--- src/core/dma_pkg.sv ---
package dma_pkg;
    // control byte field positions
    localparam int CTL_EN_BIT = 7;
    localparam int CTL_LOOP_BIT = 6;
    localparam int CTL_DIR_BIT = 5;
    localparam int CTL_IRQ_BIT = 4;
    localparam int CTL_WORD_BIT = 3;
    localparam int CTL_SRC_MSB = 2;
    localparam int CTL_SRC_LSB = 0;
    localparam logic [7:0] CTL_RESET = 8'h00;
    localparam logic [2:0] SRC_NONE = 3'h7;
    // configuration field selectors
    localparam logic [2:0] SEL_CTL = 3'h0;
    localparam logic [2:0] SEL_IO = 3'h1;
    localparam logic [2:0] SEL_HI = 3'h2;
    localparam logic [2:0] SEL_START = 3'h3;
    localparam logic [2:0] SEL_END = 3'h4;
    // peripheral space upper nibble
    localparam logic [3:0] PER_HI_NIBBLE = 4'hF;
    localparam logic [11:0] ADDR_RESET = 12'h000;
    localparam logic [7:0] BYTE_RESET = 8'h00;
    localparam logic [2:0] ADC_IN_RESET = 3'h0;
    // address steps
    localparam logic [11:0] STEP_BYTE = 12'h001;
    localparam logic [11:0] STEP_WORD = 12'h002;
    // bus owners
    typedef enum logic [1:0] {OWN_CH0, OWN_CH1, OWN_ADC} owner_t;
    typedef enum {ST_IDLE, ST_REQ, ST_RD, ST_CAP, ST_WR, ST_FIN} bus_state_t;
endpackage

--- src/core/dma_chan_if.sv ---
`timescale 1ns/1ps
`default_nettype none
// channel-to-arbiter bundle
interface dma_chan_if;
    logic pend; // transfer waiting
    logic dir; // 1: peripheral to register file
    logic word; // two-byte transfers
    logic [11:0] per_addr; // peripheral side address
    logic [11:0] cur_addr; // register file current address
    logic served; // one-cycle pulse, transfer finished
    modport chan (output pend, dir, word, per_addr, cur_addr, input served);
    modport ctrl (input pend, dir, word, per_addr, cur_addr, output served);
endinterface
`default_nettype wire

--- src/core/dma_periph_chan.sv ---
`timescale 1ns/1ps
`default_nettype none
module dma_periph_chan (
    input wire logic clk_i,
    input wire logic arst_n_i,
    input wire logic cfg_we_i,
    input wire logic [2:0] cfg_sel_i,
    input wire logic [7:0] cfg_data_i,
    input wire logic [6:0] trig_i,
    output logic enable_o,
    output logic irq_o,
    dma_chan_if.chan bus
);
    logic [7:0] ctl_reg; // control byte
    logic [7:0] io_reg; // peripheral_address_byte
    logic [7:0] hi_reg; // address_high_nibbles
    logic [7:0] start_reg; // start low byte
    logic [7:0] end_reg; // end low byte
    logic [11:0] cur_reg; // current address
    logic pend_reg; // latched trigger
    logic irq_reg; // interrupt pulse
    logic [11:0] start_addr;
    logic [11:0] end_addr;
    logic [11:0] cur_next;
    logic trig_hit;
    logic at_end;

    ////////////////////////////////////////////////////////////////////////
    // address forming
    assign start_addr = {hi_reg[3:0], start_reg};
    assign end_addr = {hi_reg[7:4], end_reg};
    assign at_end = (cur_reg == end_addr);
    assign bus.per_addr = {dma_pkg::PER_HI_NIBBLE, io_reg};
    assign bus.cur_addr = cur_reg;
    assign bus.dir = ctl_reg[dma_pkg::CTL_DIR_BIT];
    assign bus.word = ctl_reg[dma_pkg::CTL_WORD_BIT];
    assign bus.pend = pend_reg;
    assign enable_o = ctl_reg[dma_pkg::CTL_EN_BIT];
    assign irq_o = irq_reg;

    // selected trigger source, reserved code selects nothing
    always_comb begin
        trig_hit = 1'b0;
        if (ctl_reg[dma_pkg::CTL_SRC_MSB:dma_pkg::CTL_SRC_LSB] != dma_pkg::SRC_NONE) begin
            trig_hit = trig_i[ctl_reg[dma_pkg::CTL_SRC_MSB:dma_pkg::CTL_SRC_LSB]];
        end
    end

    // next current address after a transfer
    always_comb begin
        if (at_end) begin
            cur_next = start_addr;
        end else if (ctl_reg[dma_pkg::CTL_WORD_BIT]) begin
            cur_next = cur_reg + dma_pkg::STEP_WORD;
        end else begin
            cur_next = cur_reg + dma_pkg::STEP_BYTE;
        end
    end

    ////////////////////////////////////////////////////////////////////////
    // control byte; software write wins over hardware self-disable
    always_ff @(posedge clk_i or negedge arst_n_i) begin
        if (!arst_n_i) begin
            ctl_reg <= dma_pkg::CTL_RESET;
        end else if (cfg_we_i && cfg_sel_i == dma_pkg::SEL_CTL) begin
            ctl_reg <= cfg_data_i;
        end else if (bus.served && at_end && !ctl_reg[dma_pkg::CTL_LOOP_BIT]) begin
            ctl_reg[dma_pkg::CTL_EN_BIT] <= 1'b0;
        end
    end

    // address setup bytes
    always_ff @(posedge clk_i or negedge arst_n_i) begin
        if (!arst_n_i) begin
            io_reg <= dma_pkg::BYTE_RESET;
            hi_reg <= dma_pkg::BYTE_RESET;
            start_reg <= dma_pkg::BYTE_RESET;
            end_reg <= dma_pkg::BYTE_RESET;
        end else if (cfg_we_i) begin
            case (cfg_sel_i)
                dma_pkg::SEL_IO: io_reg <= cfg_data_i;
                dma_pkg::SEL_HI: hi_reg <= cfg_data_i;
                dma_pkg::SEL_START: start_reg <= cfg_data_i;
                dma_pkg::SEL_END: end_reg <= cfg_data_i;
                default: ;
            endcase
        end
    end

    // current address: start write loads it, transfer steps it
    always_ff @(posedge clk_i or negedge arst_n_i) begin
        if (!arst_n_i) begin
            cur_reg <= dma_pkg::ADDR_RESET;
        end else if (cfg_we_i && cfg_sel_i == dma_pkg::SEL_START) begin
            cur_reg <= {hi_reg[3:0], cfg_data_i};
        end else if (bus.served) begin
            cur_reg <= cur_next;
        end
    end

    // pending request; a new trigger wins over the serve clear
    always_ff @(posedge clk_i or negedge arst_n_i) begin
        if (!arst_n_i) begin
            pend_reg <= 1'b0;
        end else if (!ctl_reg[dma_pkg::CTL_EN_BIT]) begin
            pend_reg <= 1'b0;
        end else if (trig_hit) begin
            pend_reg <= 1'b1;
        end else if (bus.served) begin
            pend_reg <= 1'b0;
        end
    end

    // end-of-block interrupt pulse
    always_ff @(posedge clk_i or negedge arst_n_i) begin
        if (!arst_n_i) begin
            irq_reg <= 1'b0;
        end else begin
            irq_reg <= bus.served && at_end && ctl_reg[dma_pkg::CTL_IRQ_BIT];
        end
    end
endmodule
`default_nettype wire

--- src/core/dma_controller.sv ---
`timescale 1ns/1ps
`default_nettype none
// Behaviour
// - two peripheral channels plus converter channel
// - peripheral channel moves in configured direction
// - trigger makes channel request the bus
// - after grant move byte/word, release bus
// - at end address reload start, interrupt
// - single pass clears enable at end
// - otherwise advance by one or two
// - peripheral address is F plus address byte
// - start/end built from shared high nibbles
// - control selects loop, direction, irq, size, source
// - converter done makes channel request bus
// - granted converter channel writes two bytes
// - after highest input restart at zero, interrupt
// - otherwise convert next higher input
// - disabled channel ignores triggers
module dma_controller (
    input wire logic clk_i,
    input wire logic arst_n_i,
    // peripheral channel configuration
    input wire logic [1:0] cfg_we_i,
    input wire logic [2:0] cfg_sel_i,
    input wire logic [7:0] cfg_data_i,
    input wire logic [6:0] trig0_i,
    input wire logic [6:0] trig1_i,
    output logic [1:0] chan_enable_o,
    output logic [1:0] chan_irq_o,
    // converter channel
    input wire logic adc_enable_i,
    input wire logic adc_irq_en_i,
    input wire logic [2:0] adc_top_input_i,
    input wire logic [6:0] adc_base_i,
    input wire logic adc_done_i,
    input wire logic [15:0] adc_data_i,
    output logic [2:0] adc_input_o,
    output logic adc_start_o,
    output logic adc_irq_o,
    // system bus
    output logic bus_req_o,
    input wire logic bus_ack_i,
    output logic [11:0] mem_addr_o,
    output logic mem_re_o,
    output logic mem_we_o,
    output logic [7:0] mem_wdata_o,
    input wire logic [7:0] mem_rdata_i
);
    dma_chan_if ch0_bus ();
    dma_chan_if ch1_bus ();

    dma_pkg::bus_state_t state_reg;
    dma_pkg::owner_t owner_reg;
    logic byte_reg; // byte index within word
    logic [11:0] addr_reg;
    logic re_reg;
    logic we_reg;
    logic [7:0] data_reg;
    logic [15:0] adc_res_reg; // latched conversion result
    logic adc_pend_reg;
    logic [2:0] adc_in_reg;
    logic adc_start_reg;
    logic adc_irq_reg;
    logic last_byte;
    logic xfer_dir;
    logic [11:0] per_a;
    logic [11:0] mem_a;
    logic [11:0] src_a;
    logic [11:0] dst_a;
    logic adc_last;

    ////////////////////////////////////////////////////////////////////////
    // the two peripheral channels
    dma_periph_chan u_ch0 (
        .clk_i(clk_i),
        .arst_n_i(arst_n_i),
        .cfg_we_i(cfg_we_i[0]),
        .cfg_sel_i(cfg_sel_i),
        .cfg_data_i(cfg_data_i),
        .trig_i(trig0_i),
        .enable_o(chan_enable_o[0]),
        .irq_o(chan_irq_o[0]),
        .bus(ch0_bus.chan)
    );
    dma_periph_chan u_ch1 (
        .clk_i(clk_i),
        .arst_n_i(arst_n_i),
        .cfg_we_i(cfg_we_i[1]),
        .cfg_sel_i(cfg_sel_i),
        .cfg_data_i(cfg_data_i),
        .trig_i(trig1_i),
        .enable_o(chan_enable_o[1]),
        .irq_o(chan_irq_o[1]),
        .bus(ch1_bus.chan)
    );

    ////////////////////////////////////////////////////////////////////////
    // per-owner addressing for the active byte
    always_comb begin
        per_a = ch0_bus.per_addr;
        mem_a = ch0_bus.cur_addr;
        xfer_dir = ch0_bus.dir;
        last_byte = !ch0_bus.word || byte_reg;
        case (owner_reg)
            dma_pkg::OWN_CH0: ;
            dma_pkg::OWN_CH1: begin
                per_a = ch1_bus.per_addr;
                mem_a = ch1_bus.cur_addr;
                xfer_dir = ch1_bus.dir;
                last_byte = !ch1_bus.word || byte_reg;
            end
            dma_pkg::OWN_ADC: begin
                mem_a = {adc_base_i, 1'b0, adc_in_reg, 1'b0};
                xfer_dir = 1'b1;
                last_byte = byte_reg;
            end
            default: ;
        endcase
        per_a = per_a + {11'h000, byte_reg};
        mem_a = mem_a + {11'h000, byte_reg};
        src_a = xfer_dir ? per_a : mem_a;
        dst_a = xfer_dir ? mem_a : per_a;
    end

    assign ch0_bus.served = (state_reg == dma_pkg::ST_FIN) && (owner_reg == dma_pkg::OWN_CH0);
    assign ch1_bus.served = (state_reg == dma_pkg::ST_FIN) && (owner_reg == dma_pkg::OWN_CH1);
    assign adc_last = (adc_in_reg >= adc_top_input_i);

    ////////////////////////////////////////////////////////////////////////
    // bus sequencer: request, read (skipped for converter), capture, write, release
    always_ff @(posedge clk_i or negedge arst_n_i) begin
        if (!arst_n_i) begin
            state_reg <= dma_pkg::ST_IDLE;
            owner_reg <= dma_pkg::OWN_CH0;
            byte_reg <= 1'b0;
        end else begin
            case (state_reg)
                dma_pkg::ST_IDLE: begin
                    byte_reg <= 1'b0;
                    if (!bus_ack_i) begin
                        if (ch0_bus.pend) begin
                            owner_reg <= dma_pkg::OWN_CH0;
                            state_reg <= dma_pkg::ST_REQ;
                        end else if (ch1_bus.pend) begin
                            owner_reg <= dma_pkg::OWN_CH1;
                            state_reg <= dma_pkg::ST_REQ;
                        end else if (adc_pend_reg) begin
                            owner_reg <= dma_pkg::OWN_ADC;
                            state_reg <= dma_pkg::ST_REQ;
                        end
                    end
                end
                dma_pkg::ST_REQ: begin
                    if (bus_ack_i) begin
                        state_reg <= (owner_reg == dma_pkg::OWN_ADC) ?
                            dma_pkg::ST_CAP : dma_pkg::ST_RD;
                    end
                end
                dma_pkg::ST_RD: state_reg <= dma_pkg::ST_CAP;
                dma_pkg::ST_CAP: state_reg <= dma_pkg::ST_WR;
                dma_pkg::ST_WR: begin
                    if (last_byte) begin
                        state_reg <= dma_pkg::ST_FIN;
                    end else begin
                        byte_reg <= 1'b1;
                        state_reg <= (owner_reg == dma_pkg::OWN_ADC) ?
                            dma_pkg::ST_CAP : dma_pkg::ST_RD;
                    end
                end
                dma_pkg::ST_FIN: state_reg <= dma_pkg::ST_IDLE;
                default: state_reg <= dma_pkg::ST_IDLE;
            endcase
        end
    end

    // registered bus strobes, address and write data
    always_ff @(posedge clk_i or negedge arst_n_i) begin
        if (!arst_n_i) begin
            addr_reg <= dma_pkg::ADDR_RESET;
            re_reg <= 1'b0;
            we_reg <= 1'b0;
            data_reg <= dma_pkg::BYTE_RESET;
        end else begin
            re_reg <= (state_reg == dma_pkg::ST_RD);
            we_reg <= (state_reg == dma_pkg::ST_CAP);
            if (state_reg == dma_pkg::ST_RD) begin
                addr_reg <= src_a;
            end else if (state_reg == dma_pkg::ST_CAP) begin
                addr_reg <= dst_a;
                if (owner_reg == dma_pkg::OWN_ADC) begin
                    data_reg <= byte_reg ? adc_res_reg[7:0] : adc_res_reg[15:8];
                end else begin
                    data_reg <= mem_rdata_i;
                end
            end
        end
    end

    assign bus_req_o = (state_reg == dma_pkg::ST_REQ) || (state_reg == dma_pkg::ST_RD)
        || (state_reg == dma_pkg::ST_CAP) || (state_reg == dma_pkg::ST_WR);
    assign mem_addr_o = addr_reg;
    assign mem_re_o = re_reg;
    assign mem_we_o = we_reg;
    assign mem_wdata_o = data_reg;

    ////////////////////////////////////////////////////////////////////////
    // converter channel: result latch, pending flag (set wins)
    always_ff @(posedge clk_i or negedge arst_n_i) begin
        if (!arst_n_i) begin
            adc_pend_reg <= 1'b0;
            adc_res_reg <= 16'h0000;
        end else if (adc_done_i && adc_enable_i) begin
            adc_pend_reg <= 1'b1;
            adc_res_reg <= adc_data_i;
        end else if (state_reg == dma_pkg::ST_FIN && owner_reg == dma_pkg::OWN_ADC) begin
            adc_pend_reg <= 1'b0;
        end
    end

    // input stepping, conversion start and end-of-scan interrupt
    always_ff @(posedge clk_i or negedge arst_n_i) begin
        if (!arst_n_i) begin
            adc_in_reg <= dma_pkg::ADC_IN_RESET;
            adc_start_reg <= 1'b0;
            adc_irq_reg <= 1'b0;
        end else begin
            adc_start_reg <= 1'b0;
            adc_irq_reg <= 1'b0;
            if (!adc_enable_i) begin
                adc_in_reg <= dma_pkg::ADC_IN_RESET;
            end else if (state_reg == dma_pkg::ST_FIN && owner_reg == dma_pkg::OWN_ADC) begin
                adc_start_reg <= 1'b1;
                if (adc_last) begin
                    adc_in_reg <= dma_pkg::ADC_IN_RESET;
                    adc_irq_reg <= adc_irq_en_i;
                end else begin
                    adc_in_reg <= adc_in_reg + 3'h1;
                end
            end
        end
    end

    assign adc_input_o = adc_in_reg;
    assign adc_start_o = adc_start_reg;
    assign adc_irq_o = adc_irq_reg;
endmodule
`default_nettype wire

--- config.mk ---
export PLATFORM = sky130hd
export DESIGN_NAME = dma_controller
export DESIGN_NICKNAME = d
export VERILOG_FILES = /design/src/core/dma_pkg.sv /design/src/core/dma_chan_if.sv /design/src/core/dma_periph_chan.sv /design/src/core/dma_controller.sv
export SDC_FILE = /design/constraint.sdc
export NUM_CORES = 1
export LEC_CHECK = 0
export ABC_CLOCK_PERIOD_IN_PS = 3990
export BUFFER_PORTS_ARGS = -buffer_cell sky130_fd_sc_hd__buf_4
export CORE_UTILIZATION = 55
export DETAILED_ROUTE_END_ITERATION = 7
export PLACE_DENSITY = 0.76
export SLEW_MARGIN = 5
export SYNTH_ARGS = -nofsm -noshare
export SYNTH_HDL_FRONTEND = slang
export SYNTH_HIERARCHICAL = 1
export SYNTH_SLANG_ARGS = --single-unit
export TNS_END_PERCENT = 30
--- constraint.sdc ---
create_clock -name clk_i -period 3.99 [get_ports clk_i]
set_input_delay 0.1995 -clock clk_i [delete_from_list [all_inputs] [get_ports clk_i]]
set_output_delay 0.1995 -clock clk_i [all_outputs]
set_load 0.02 [all_outputs]
# == Yosys cells after proc, flatten, opt, wreduce, memory -nomap -nowiden ==
# Index checks and enable logic that the tools add are counted.
# word_totals
ff_bits,187
latch_bits,0
ram_bits,0
mem_bits_ro,0
in_bits,67
output_inout_bits,32
wordCells,171
memories,0
# classes
add_sub_neg,7
n_mul,0
n_div,0
n_lt_le_gt_ge,3
eq_ne,26
shifts,0
muxes,57
bitwise_logic,2
n_reduce_logical,46
# op_table
op,n
two-way mux 32 bit,5
one-hot mux 32 bit (5 select lines),1
two-way mux 12 bit,12
"equality test 32 x 2 -> 1 bit, second input constant",3
"equality test 32 x 3 -> 1 bit, second input constant",3
"equality test 32 x 4 -> 1 bit, second input constant",2
"equality test 32 x 1 -> 1 bit, second input constant",1
logical NOT 32 bit,1
adder 12 x 1 -> 12 bit,2
"adder 12 x 1 -> 12 bit, second input constant",2
"adder 12 x 2 -> 12 bit, second input constant",2
equality test 12 bit,2
two-way mux 8 bit,3
one-hot mux 12 bit (2 select lines),1
two-way mux 1 bit,23
AND reduction 2 bit,10
logical AND 1 bit,14
nonzero test 2 bit,7
two-way mux 3 bit,4
"< comparator 3 x 4 -> 1 bit, second input constant",2
binary-select mux 1 bit (select 3 bit),2
"equality test 3 x 2 -> 1 bit, second input constant",2
two-way mux 2 bit,3
"!= test 2 bit, second input constant",3
other kinds (18),31

# == Longest topological paths before layout ==
# Gate-level depths: netlist of the first run.
# logic_depth
ltp_word,6
depth_mapped,14
depth_no_buf,11

# == By module ==
# The synthesis of the first run kept the hierarchy.
# by_module_without_submodules
mod,instances,cells_each,area_each_um2,seq_area_each_um2
dma_periph_chan,2,257,2811.4,1351.3
dma_controller,1,355,3244.4,1251.2

# == Least setup slack after synthesis of the first run ==
# No wires, ideal clock.
# synth_timing
kind,register to register
start,register owner_reg[1]
end,register addr_reg[6] (netlist: mem_addr_o[6])
setup_time_ps,122
t_arrival_ps,2711
required_ps,3868
setup_slack_ps,1156
stages_incl_launch_ff,15
cell_sequence,dfrtp_1 inv_1 ha_1 buf_2 buf_4 buf_2 mux2_2 ha_1 ha_1 nand4b_1 a21oi_1 nor2b_1 a211o_1 a21oi_1 a21oi_1
# synth_between
elab_chain_len,6
elab_cells_between_ends,11
cone_classes,add/sub: 2; eq/ne: 2; mux: 7
# synth_lines
item,line_no,source
start: declaration,dma_controller.sv:53,dma_pkg::owner_t owner_reg;
start signal: assignment,dma_controller.sv:134,owner_reg <= dma_pkg::OWN_CH0;
start signal: assignment,dma_controller.sv:142,owner_reg <= dma_pkg::OWN_CH0;
start signal: assignment,dma_controller.sv:145,owner_reg <= dma_pkg::OWN_CH1;
equality test 2 bit / equality test 2 x 1 -> 1 bit (equally long branches),dma_controller.sv:104,case (owner_reg)
one-hot mux 12 bit (2 select lines) / two-way mux 8 bit (equally long branches),dma_controller.sv:104,
adder 12 x 1 -> 12 bit (on tied branches),"dma_controller.sv:120, dma_controller.sv:119",
two-way mux 12 bit,dma_controller.sv:122,dst_a = xfer_dir ? mem_a : per_a;
two-way mux 12 bit,dma_controller.sv:188,end else if (state_reg == dma_pkg::ST_CAP) begin
two-way mux 12 bit (*),dma_controller.sv:186,if (state_reg == dma_pkg::ST_RD) begin
end signal: assignment,dma_controller.sv:179,addr_reg <= dma_pkg::ADDR_RESET;
end signal: assignment,dma_controller.sv:187,addr_reg <= src_a;
end signal: assignment,dma_controller.sv:189,addr_reg <= dst_a;
end: declaration,dma_controller.sv:55,logic [11:0] addr_reg;
# Every way passes the cells marked *; elsewhere a longest branch is shown, timed or not. The select of a mux whose other input is x is not followed.
# A chain may end at the register's enable or synchronous reset.

# == Worst setup path after layout of the first run ==
# layout_timing
start,register owner_reg[0]
end,register addr_reg[10] (netlist: mem_addr_o[10])
# The elaborated chain is that of the path after synthesis.

==> results_dict.tcl, run 1 <==
set metrics [dict create \
    p_leak_nw 4.51 \
    hp-class "in2reg" \
    synthDistinctLibCells 60 \
    boundaryPins 99 \
    drt_wl_total_um 22100 \
    ys_seq_elements 158 \
    ys_warn_count 6 \
    rsz0062_at_grt "false" \
    port_buffers 98 \
    coreArea_um2 15800 \
    avgSynthCellArea_um2 10.2 \
    min_period_ns 2.98 \
    clk_pin_slew_ns 0.06 \
    die-height_um 129 \
    wl_per_cell_um 18.6 \
    fmax_ghz 0.336 \
    grt_overflow_total 0 \
    die_area_um2 16600 \
    drcViolationCount 0 \
    placed_cells 1149 \
    ys.flop_type "dfrtp_1" \
    synth.top_cells.by_area "dfrtp_1 45%, mux2_2 11%, nand2_1 5.5%, mux2i_1 4.4%, xnor2_1 3.9%" \
    synth_top_area_frac 0.446 \
    cts_made_buffers 17 \
    post-route-period-util 0.747 \
    clock_latency_ns 0.43 \
    grt_pass1_wl_um 35400 \
    antennaDiodeCount 0 \
    hold_path_startpoint "adc_data_i[8]" \
    gp_congestion 0.860 \
    syn_area_um2 8870 \
    antenna_found_initial 0 \
    grt_pass1_vias 6648 \
    ant_nets 0 \
    max-cap-violations 0 \
    dr_total_vias 6931 \
    synth-edff-count 0 \
    ctsHtreeMaxLevel 4 \
    cp_max_fo 32 \
    critPathCaptureType "flop" \
    rows 46 \
    synthArstFlopShare 1.00 \
    cts_setup_buffers 0 \
    status "finished clean" \
    drt-initial-drc-count 675 \
    drv_slew 0 \
    final_util 0.653 \
    final_cells 1189 \
    setup_tns_ns 0 \
    setup_viol 0 \
    syn_inst 869 \
    drt_pre_antenna_iters 5 \
    finClkSkew_ns 0.00623 \
    relSlewSlack 0.303 \
    grt_max_degree 100 \
    required_ns 4.30 \
    via_per_inst 5.83 \
    cts_tree "yes" \
    cts_max_path_buffers 2 \
    path_class "reg2reg" \
    grt_usage 0.282 \
    cts.sinks 158 \
    hpwl_um 15100 \
    yosysSeqAreaShare 0.446 \
    largest_reg_flops 16 \
    vdd_drop_max_v 0.000374 \
    area_delta_synth_final_pct 16.6 \
    worstMarginPinSlew_ns 1.05 \
    startpoint_type "flop" \
    die_w_um 129 \
    worstSetupStartpoint "owner_reg[0]$_DFFE_PN0P_" \
    drive_gt1_frac 0.261 \
    start_util 0.560 \
    crit_arrival_ns 3.29 \
    final_net_count 1044 \
    power.total_mw 6.60 \
    nFillCells 1264 \
    regToRegStartpoint "owner_reg[0]$_DFFE_PN0P_" \
    p_per_area_nw_per_um2 638 \
    yosysTopAreaCell "dfrtp_1" \
    final-hold-violation-count 0 \
    cts-root-buf "clkbuf_16" \
]
## power by group
part / switching (mW) / total, mW / internal, mW
Combinational: 1.40 / 2.50 / 1.10
Clock: 0.658 / 1.67 / 1.01
Sequential: 0.433 / 2.43 / 2.00
Total: 2.49 / 6.60 / 4.11
## logic make-up (layout without fill, tap and decap cells)
family / count (synthesis) / count (layout) / share of synthesized area
flip-flops: 158 / 158 / 0.446
buffers and inverters: 69 / 167 / 0.0439
AND/OR/NAND/NOR: 295 / 295 / 0.168
AO/OA/AOI/OAI: 152 / 152 / 0.110
other: 2 / 8 / 0.000847
XOR/XNOR: 51 / 51 / 0.0512
adder cells (fa/ha/maj): 16 / 16 / 0.0226
multiplexers: 126 / 126 / 0.157
## synth_stat cells, drive strengths merged (5+ instances only)
library cell / n
dfrtp: 158
nand2: 131
mux2: 85
o21ai: 55
nor2: 46
xnor2: 40
mux2i: 39
buf: 32
a21oi: 27
inv: 21
nand3: 20
nor3: 19
a22oi: 16
clkbuf: 16
ha: 16
nand4: 16
o211ai: 13
xor2: 11
and3: 8
nand3b: 8
nand4b: 8
o31ai: 8
nor3b: 7
or3: 7
nand2b: 5
nor2b: 5
## cell type report
class / count / area (µm²) / share of cell area
repair buffers: 115 / 890 / 0.0860
clock buffers: 21 / 460 / 0.0445
well taps: 216 / 270 / 0.0261
clock inverters: 10 / 139 / 0.0134
multi-input cells: 648 / 4550 / 0.440
flip-flops and latches: 158 / 3950 / 0.382
inverters: 21 / 78.8 / 0.00762
## worst paths after layout
| kind | end | slack (ns) | cells after the start |
|---|---|---|---|
| min in group asynchronous | mem_wdata_o[2]$_DFFE_PN0P_ | 0.42 | 2 |
| max in group asynchronous | u_ch1/io_reg[4]$_DFFE_PN0P_ | 2.58 | 3 |
| hold / removal | adc_res_reg[8]$_DFFE_PN0P_ | 0.009 | 2 |
| hold reg to reg | mem_addr_o[1]$_DFFE_PN0P_ | 0.48 | 2 |
| setup reg to reg | mem_addr_o[10]$_DFFE_PN0P_ | 1.01 | 9 |
| setup / recovery | mem_addr_o[10]$_DFFE_PN0P_ | 1.01 | 9 |
## per-layer routing
metal	vias to the layer above	track usage	part of all wire
met2	260	0.443	0.46
met3	36	0.0586	0.066
met5	-	0	0
li1	3257	-	-
met4	0	0.0920	0.019
met1	3378	0.391	0.45
## cell usage in the layout, fill, tap and decap left out, types with 17 or more instances in the layout
master / Yosys / routed
dfrtp_1: 158 / 158
nand2_1: 131 / 131
buf_4: 11 / 105
mux2_2: 85 / 85
o21ai_0: 52 / 52
nor2_1: 46 / 46
mux2i_1: 39 / 39
xnor2_1: 39 / 39
a21oi_1: 24 / 24
inv_1: 21 / 21
nand3_1: 20 / 20
clkbuf_16: 0 / 17
## worst max-delay path, stage by stage, from the launching register on
cell and delay [ns]:
dfrtp_1 0.40, inv_1 0.11, ha_1 0.86, a22oi_1 0.25
a21oi_1 0.23, ha_1 0.23, nand3_1 0.16, nor3b_2 0.26
o22ai_1 0.09, a211o_1 0.27
## through the flow
stage	instance area (µm²)	worst slack, ns	hold slack, ns
floorplan	8890	1.16	-0.0961
global placement	9650	1.15	0.356
finish	10300	1.01	0.00919
CTS	10300	1.00	0.000482
global route	10300	0.683	0.000195
detailed placement	9650	1.01	0.358
## repair_timing
action | in CTS | in global routing
hold endpoints to repair | 104 | 1
hold buffers | 8 | 1
setup endpoints to repair | 0 | 0
resized for setup | 0 | 0
Power figures use the tool's default switching activity.
==> run 2, diff against run 1 <==
ABC_CLOCK_PERIOD_IN_PS = 2750   (was 3990)
clock period = 2.75 ns   (was 3.99 ns; I/O delays follow)
==> run 2 against run 1 <==
Compared with the run above: final cell count up 2.5%; non-clock buffer count rose by 29; global-route usage rose by 1.0 points; wire length up 3.1%; count of clock-buffer cells in the layout shrank 2; critical path depth grew 2; worst setup slack got worse by 0.74 ns; sequential cell count stayed put; critical path type unchanged; critical endpoint unchanged; largest power group unchanged.
==> results_dict.tcl, run 2 (same netlist as run 1, synthesis figures left out) <==
set metrics [dict create \
    relSlewSlack 0.419 \
    grt_max_degree 63 \
    most-common-layout-cells "158 x dfrtp_1, 131 x nand2_1, 120 x buf_4" \
    worstMarginPinSlew_ns 0.871 \
    drive_gt1_frac 0.272 \
    setup_viol 0 \
    cp_num_buf_inv 1 \
    largest_reg_flops 16 \
    cts.sinks 158 \
    dr_total_vias 7160 \
    max-cap-violations 0 \
    path_class "reg2reg" \
    die_area_um2 16600 \
    cts_made_buffers 17 \
    boundaryPins 99 \
    p_comb_frac 0.392 \
    drv_slew 0 \
    reg2reg_depth 11 \
    final-hold-violation-count 0 \
    port_buffers 98 \
    dpl_cell_area_um2 9760 \
    switching_share 0.381 \
    path_delay_family "compound AO/OA/AOI/OAI gates" \
    final_cell_area_um2 10600 \
    hp-class "in2reg" \
    ant_nets 0 \
    p_int_mw 6.09 \
    area_delta_synth_final_pct 19.7 \
    wl_per_cell_um 18.7 \
    placed_cells 1164 \
    fmax_ghz 0.403 \
    antennaDiodeCount 0 \
    grt_overflow_total 0 \
    rsz0062_at_grt "false" \
    gp_congestion 0.868 \
    antenna_found_initial 0 \
    drcViolationCount 0 \
    sequentialPowerShare 0.355 \
    drt-initial-drc-count 622 \
    setup_tns_ns 0 \
    clk_pin_slew_ns 0.07 \
    cts_max_path_buffers 2 \
    post-route-period-util 0.901 \
    power.total_mw 9.84 \
    hold_depth 3 \
    cp_max_fo 6 \
    hold_ws_ns 0.00956 \
    critPathMostFrequentCell "ha_1" \
    die-height_um 129 \
    p_leak_nw 4.67 \
    final_cells 1219 \
    cts_tree "yes" \
    via_per_inst 5.87 \
    startpoint_type "flop" \
    crit_cells 11 \
    p_sw_mw 3.75 \
    critPathCaptureType "flop" \
    slowest_delay_ns 0.34 \
    clock_latency_ns 0.44 \
    rows 46 \
    cts-root-buf "clkbuf_16" \
    die_w_um 129 \
    drt_pre_antenna_iters 5 \
    p_per_area_nw_per_um2 928 \
    min_period_ns 2.48 \
    coreArea_um2 15800 \
    path_cells "inv_1 > ha_1 > mux2_2 > ha_1 > ha_1 > nand4_1 > a21oi_2 > nand3b_1 > xnor2_1 > o22ai_1 > a211o_1" \
    hpwl_um 15300 \
    final_net_count 1073 \
    grt_pass1_wl_um 36600 \
    vdd_drop_max_v 0.000762 \
    ctsHtreeMaxLevel 4 \
    crit_arrival_ns 2.80 \
    critPathSlowestCell "dfrtp_1" \
    grt_pass1_vias 6872 \
    drt_wl_total_um 22800 \
    clkPwrFrac 0.253 \
    finClkSkew_ns 0.00854 \
    start_util 0.560 \
    layout_commonest_cell "dfrtp_1" \
    grt_usage 0.292 \
    status "finished clean" \
    required_ns 3.07 \
]
[run 2: cell types whose count changed in the layout (fill, tap and decap cells not counted), sizes merged]
cell         previous run  this run
dlygate4sd3             9        23
clkinvlp                4         1
inv                    21        24
buf                   106       121
clkbuf                 21        19
clkinv                  3         6
[run 2: through the flow]
stage / setup slack [ns] / util
2_1_floorplan: 0.0107 / -
3_3_place_gp: 0.257 / 0.617
3_5_place_dp: 0.175 / 0.617
4_1_cts: 0.159 / 0.670
5_1_grt: 0.0796 / 0.670
6_report: 0.272 / 0.670
[run 2: worst paths after layout]
kind,startpoint,end,slack (ns)
worst max register to register,owner_reg[1]$_DFFE_PN0P_,mem_addr_o[10]$_DFFE_PN0P_,0.27
min in group asynchronous,arst_n_i,adc_res_reg[6]$_DFFE_PN0P_,0.23
worst min register to register,mem_addr_o[3]$_DFFE_PN0P_,mem_addr_o[3]$_DFFE_PN0P_,0.47
worst max-delay path,owner_reg[1]$_DFFE_PN0P_,mem_addr_o[10]$_DFFE_PN0P_,0.27
worst min-delay path,mem_rdata_i[5],mem_wdata_o[5]$_DFFE_PN0P_,0.01
max in group asynchronous,arst_n_i,u_ch1/io_reg[4]$_DFFE_PN0P_,1.53
[run 2: metal layers]
layer,global-route usage,part of all wire,vias to the layer above
li1,-,-,3331
met1,0.402,0.44,3504
met2,0.462,0.47,285
met3,0.0574,0.067,40
met4,0.104,0.020,0
met5,0,0,-
[run 2: power by group through the flow]
stage / Combinational [mW] / Clock [mW] / Sequential (mW)
6_report: 3.86 / 2.49 / 3.50
5_1_grt: 4.22 / 2.61 / 3.57
4_1_cts: 3.78 / 2.50 / 3.48
3_5_place_dp: 3.73 / 0 / 3.51
3_3_place_gp: 3.65 / 0 / 3.50
2_1_floorplan: 2.60 / 0 / 3.48
[run 2: what timing repair did]
action                                  in CTS  in global routing
hold buffers                                23                  0
buffers inserted                             0                  0
resized for setup                            0                  1
endpoints found under the setup margin       0                  2
endpoints found under the hold margin       80                  0
[run 2: worst min-delay path, delay by kind of cell]
| kind | cells | cell delay (ns) |
|---|---|---|
| AOI/OAI and AO/OA | 2 | 0.20 |
| buffers and inverters | 1 | 0.08 |
[run 2: area by class of cell]
cell class	count	area, µm²
fill	1249	5220
multi-input combinational	648	4550
sequential	158	3950
timing repair buffer	144	1140
clock buffer	19	453
tap	216	270
clock inverter	13	161
inverter	21	78.8
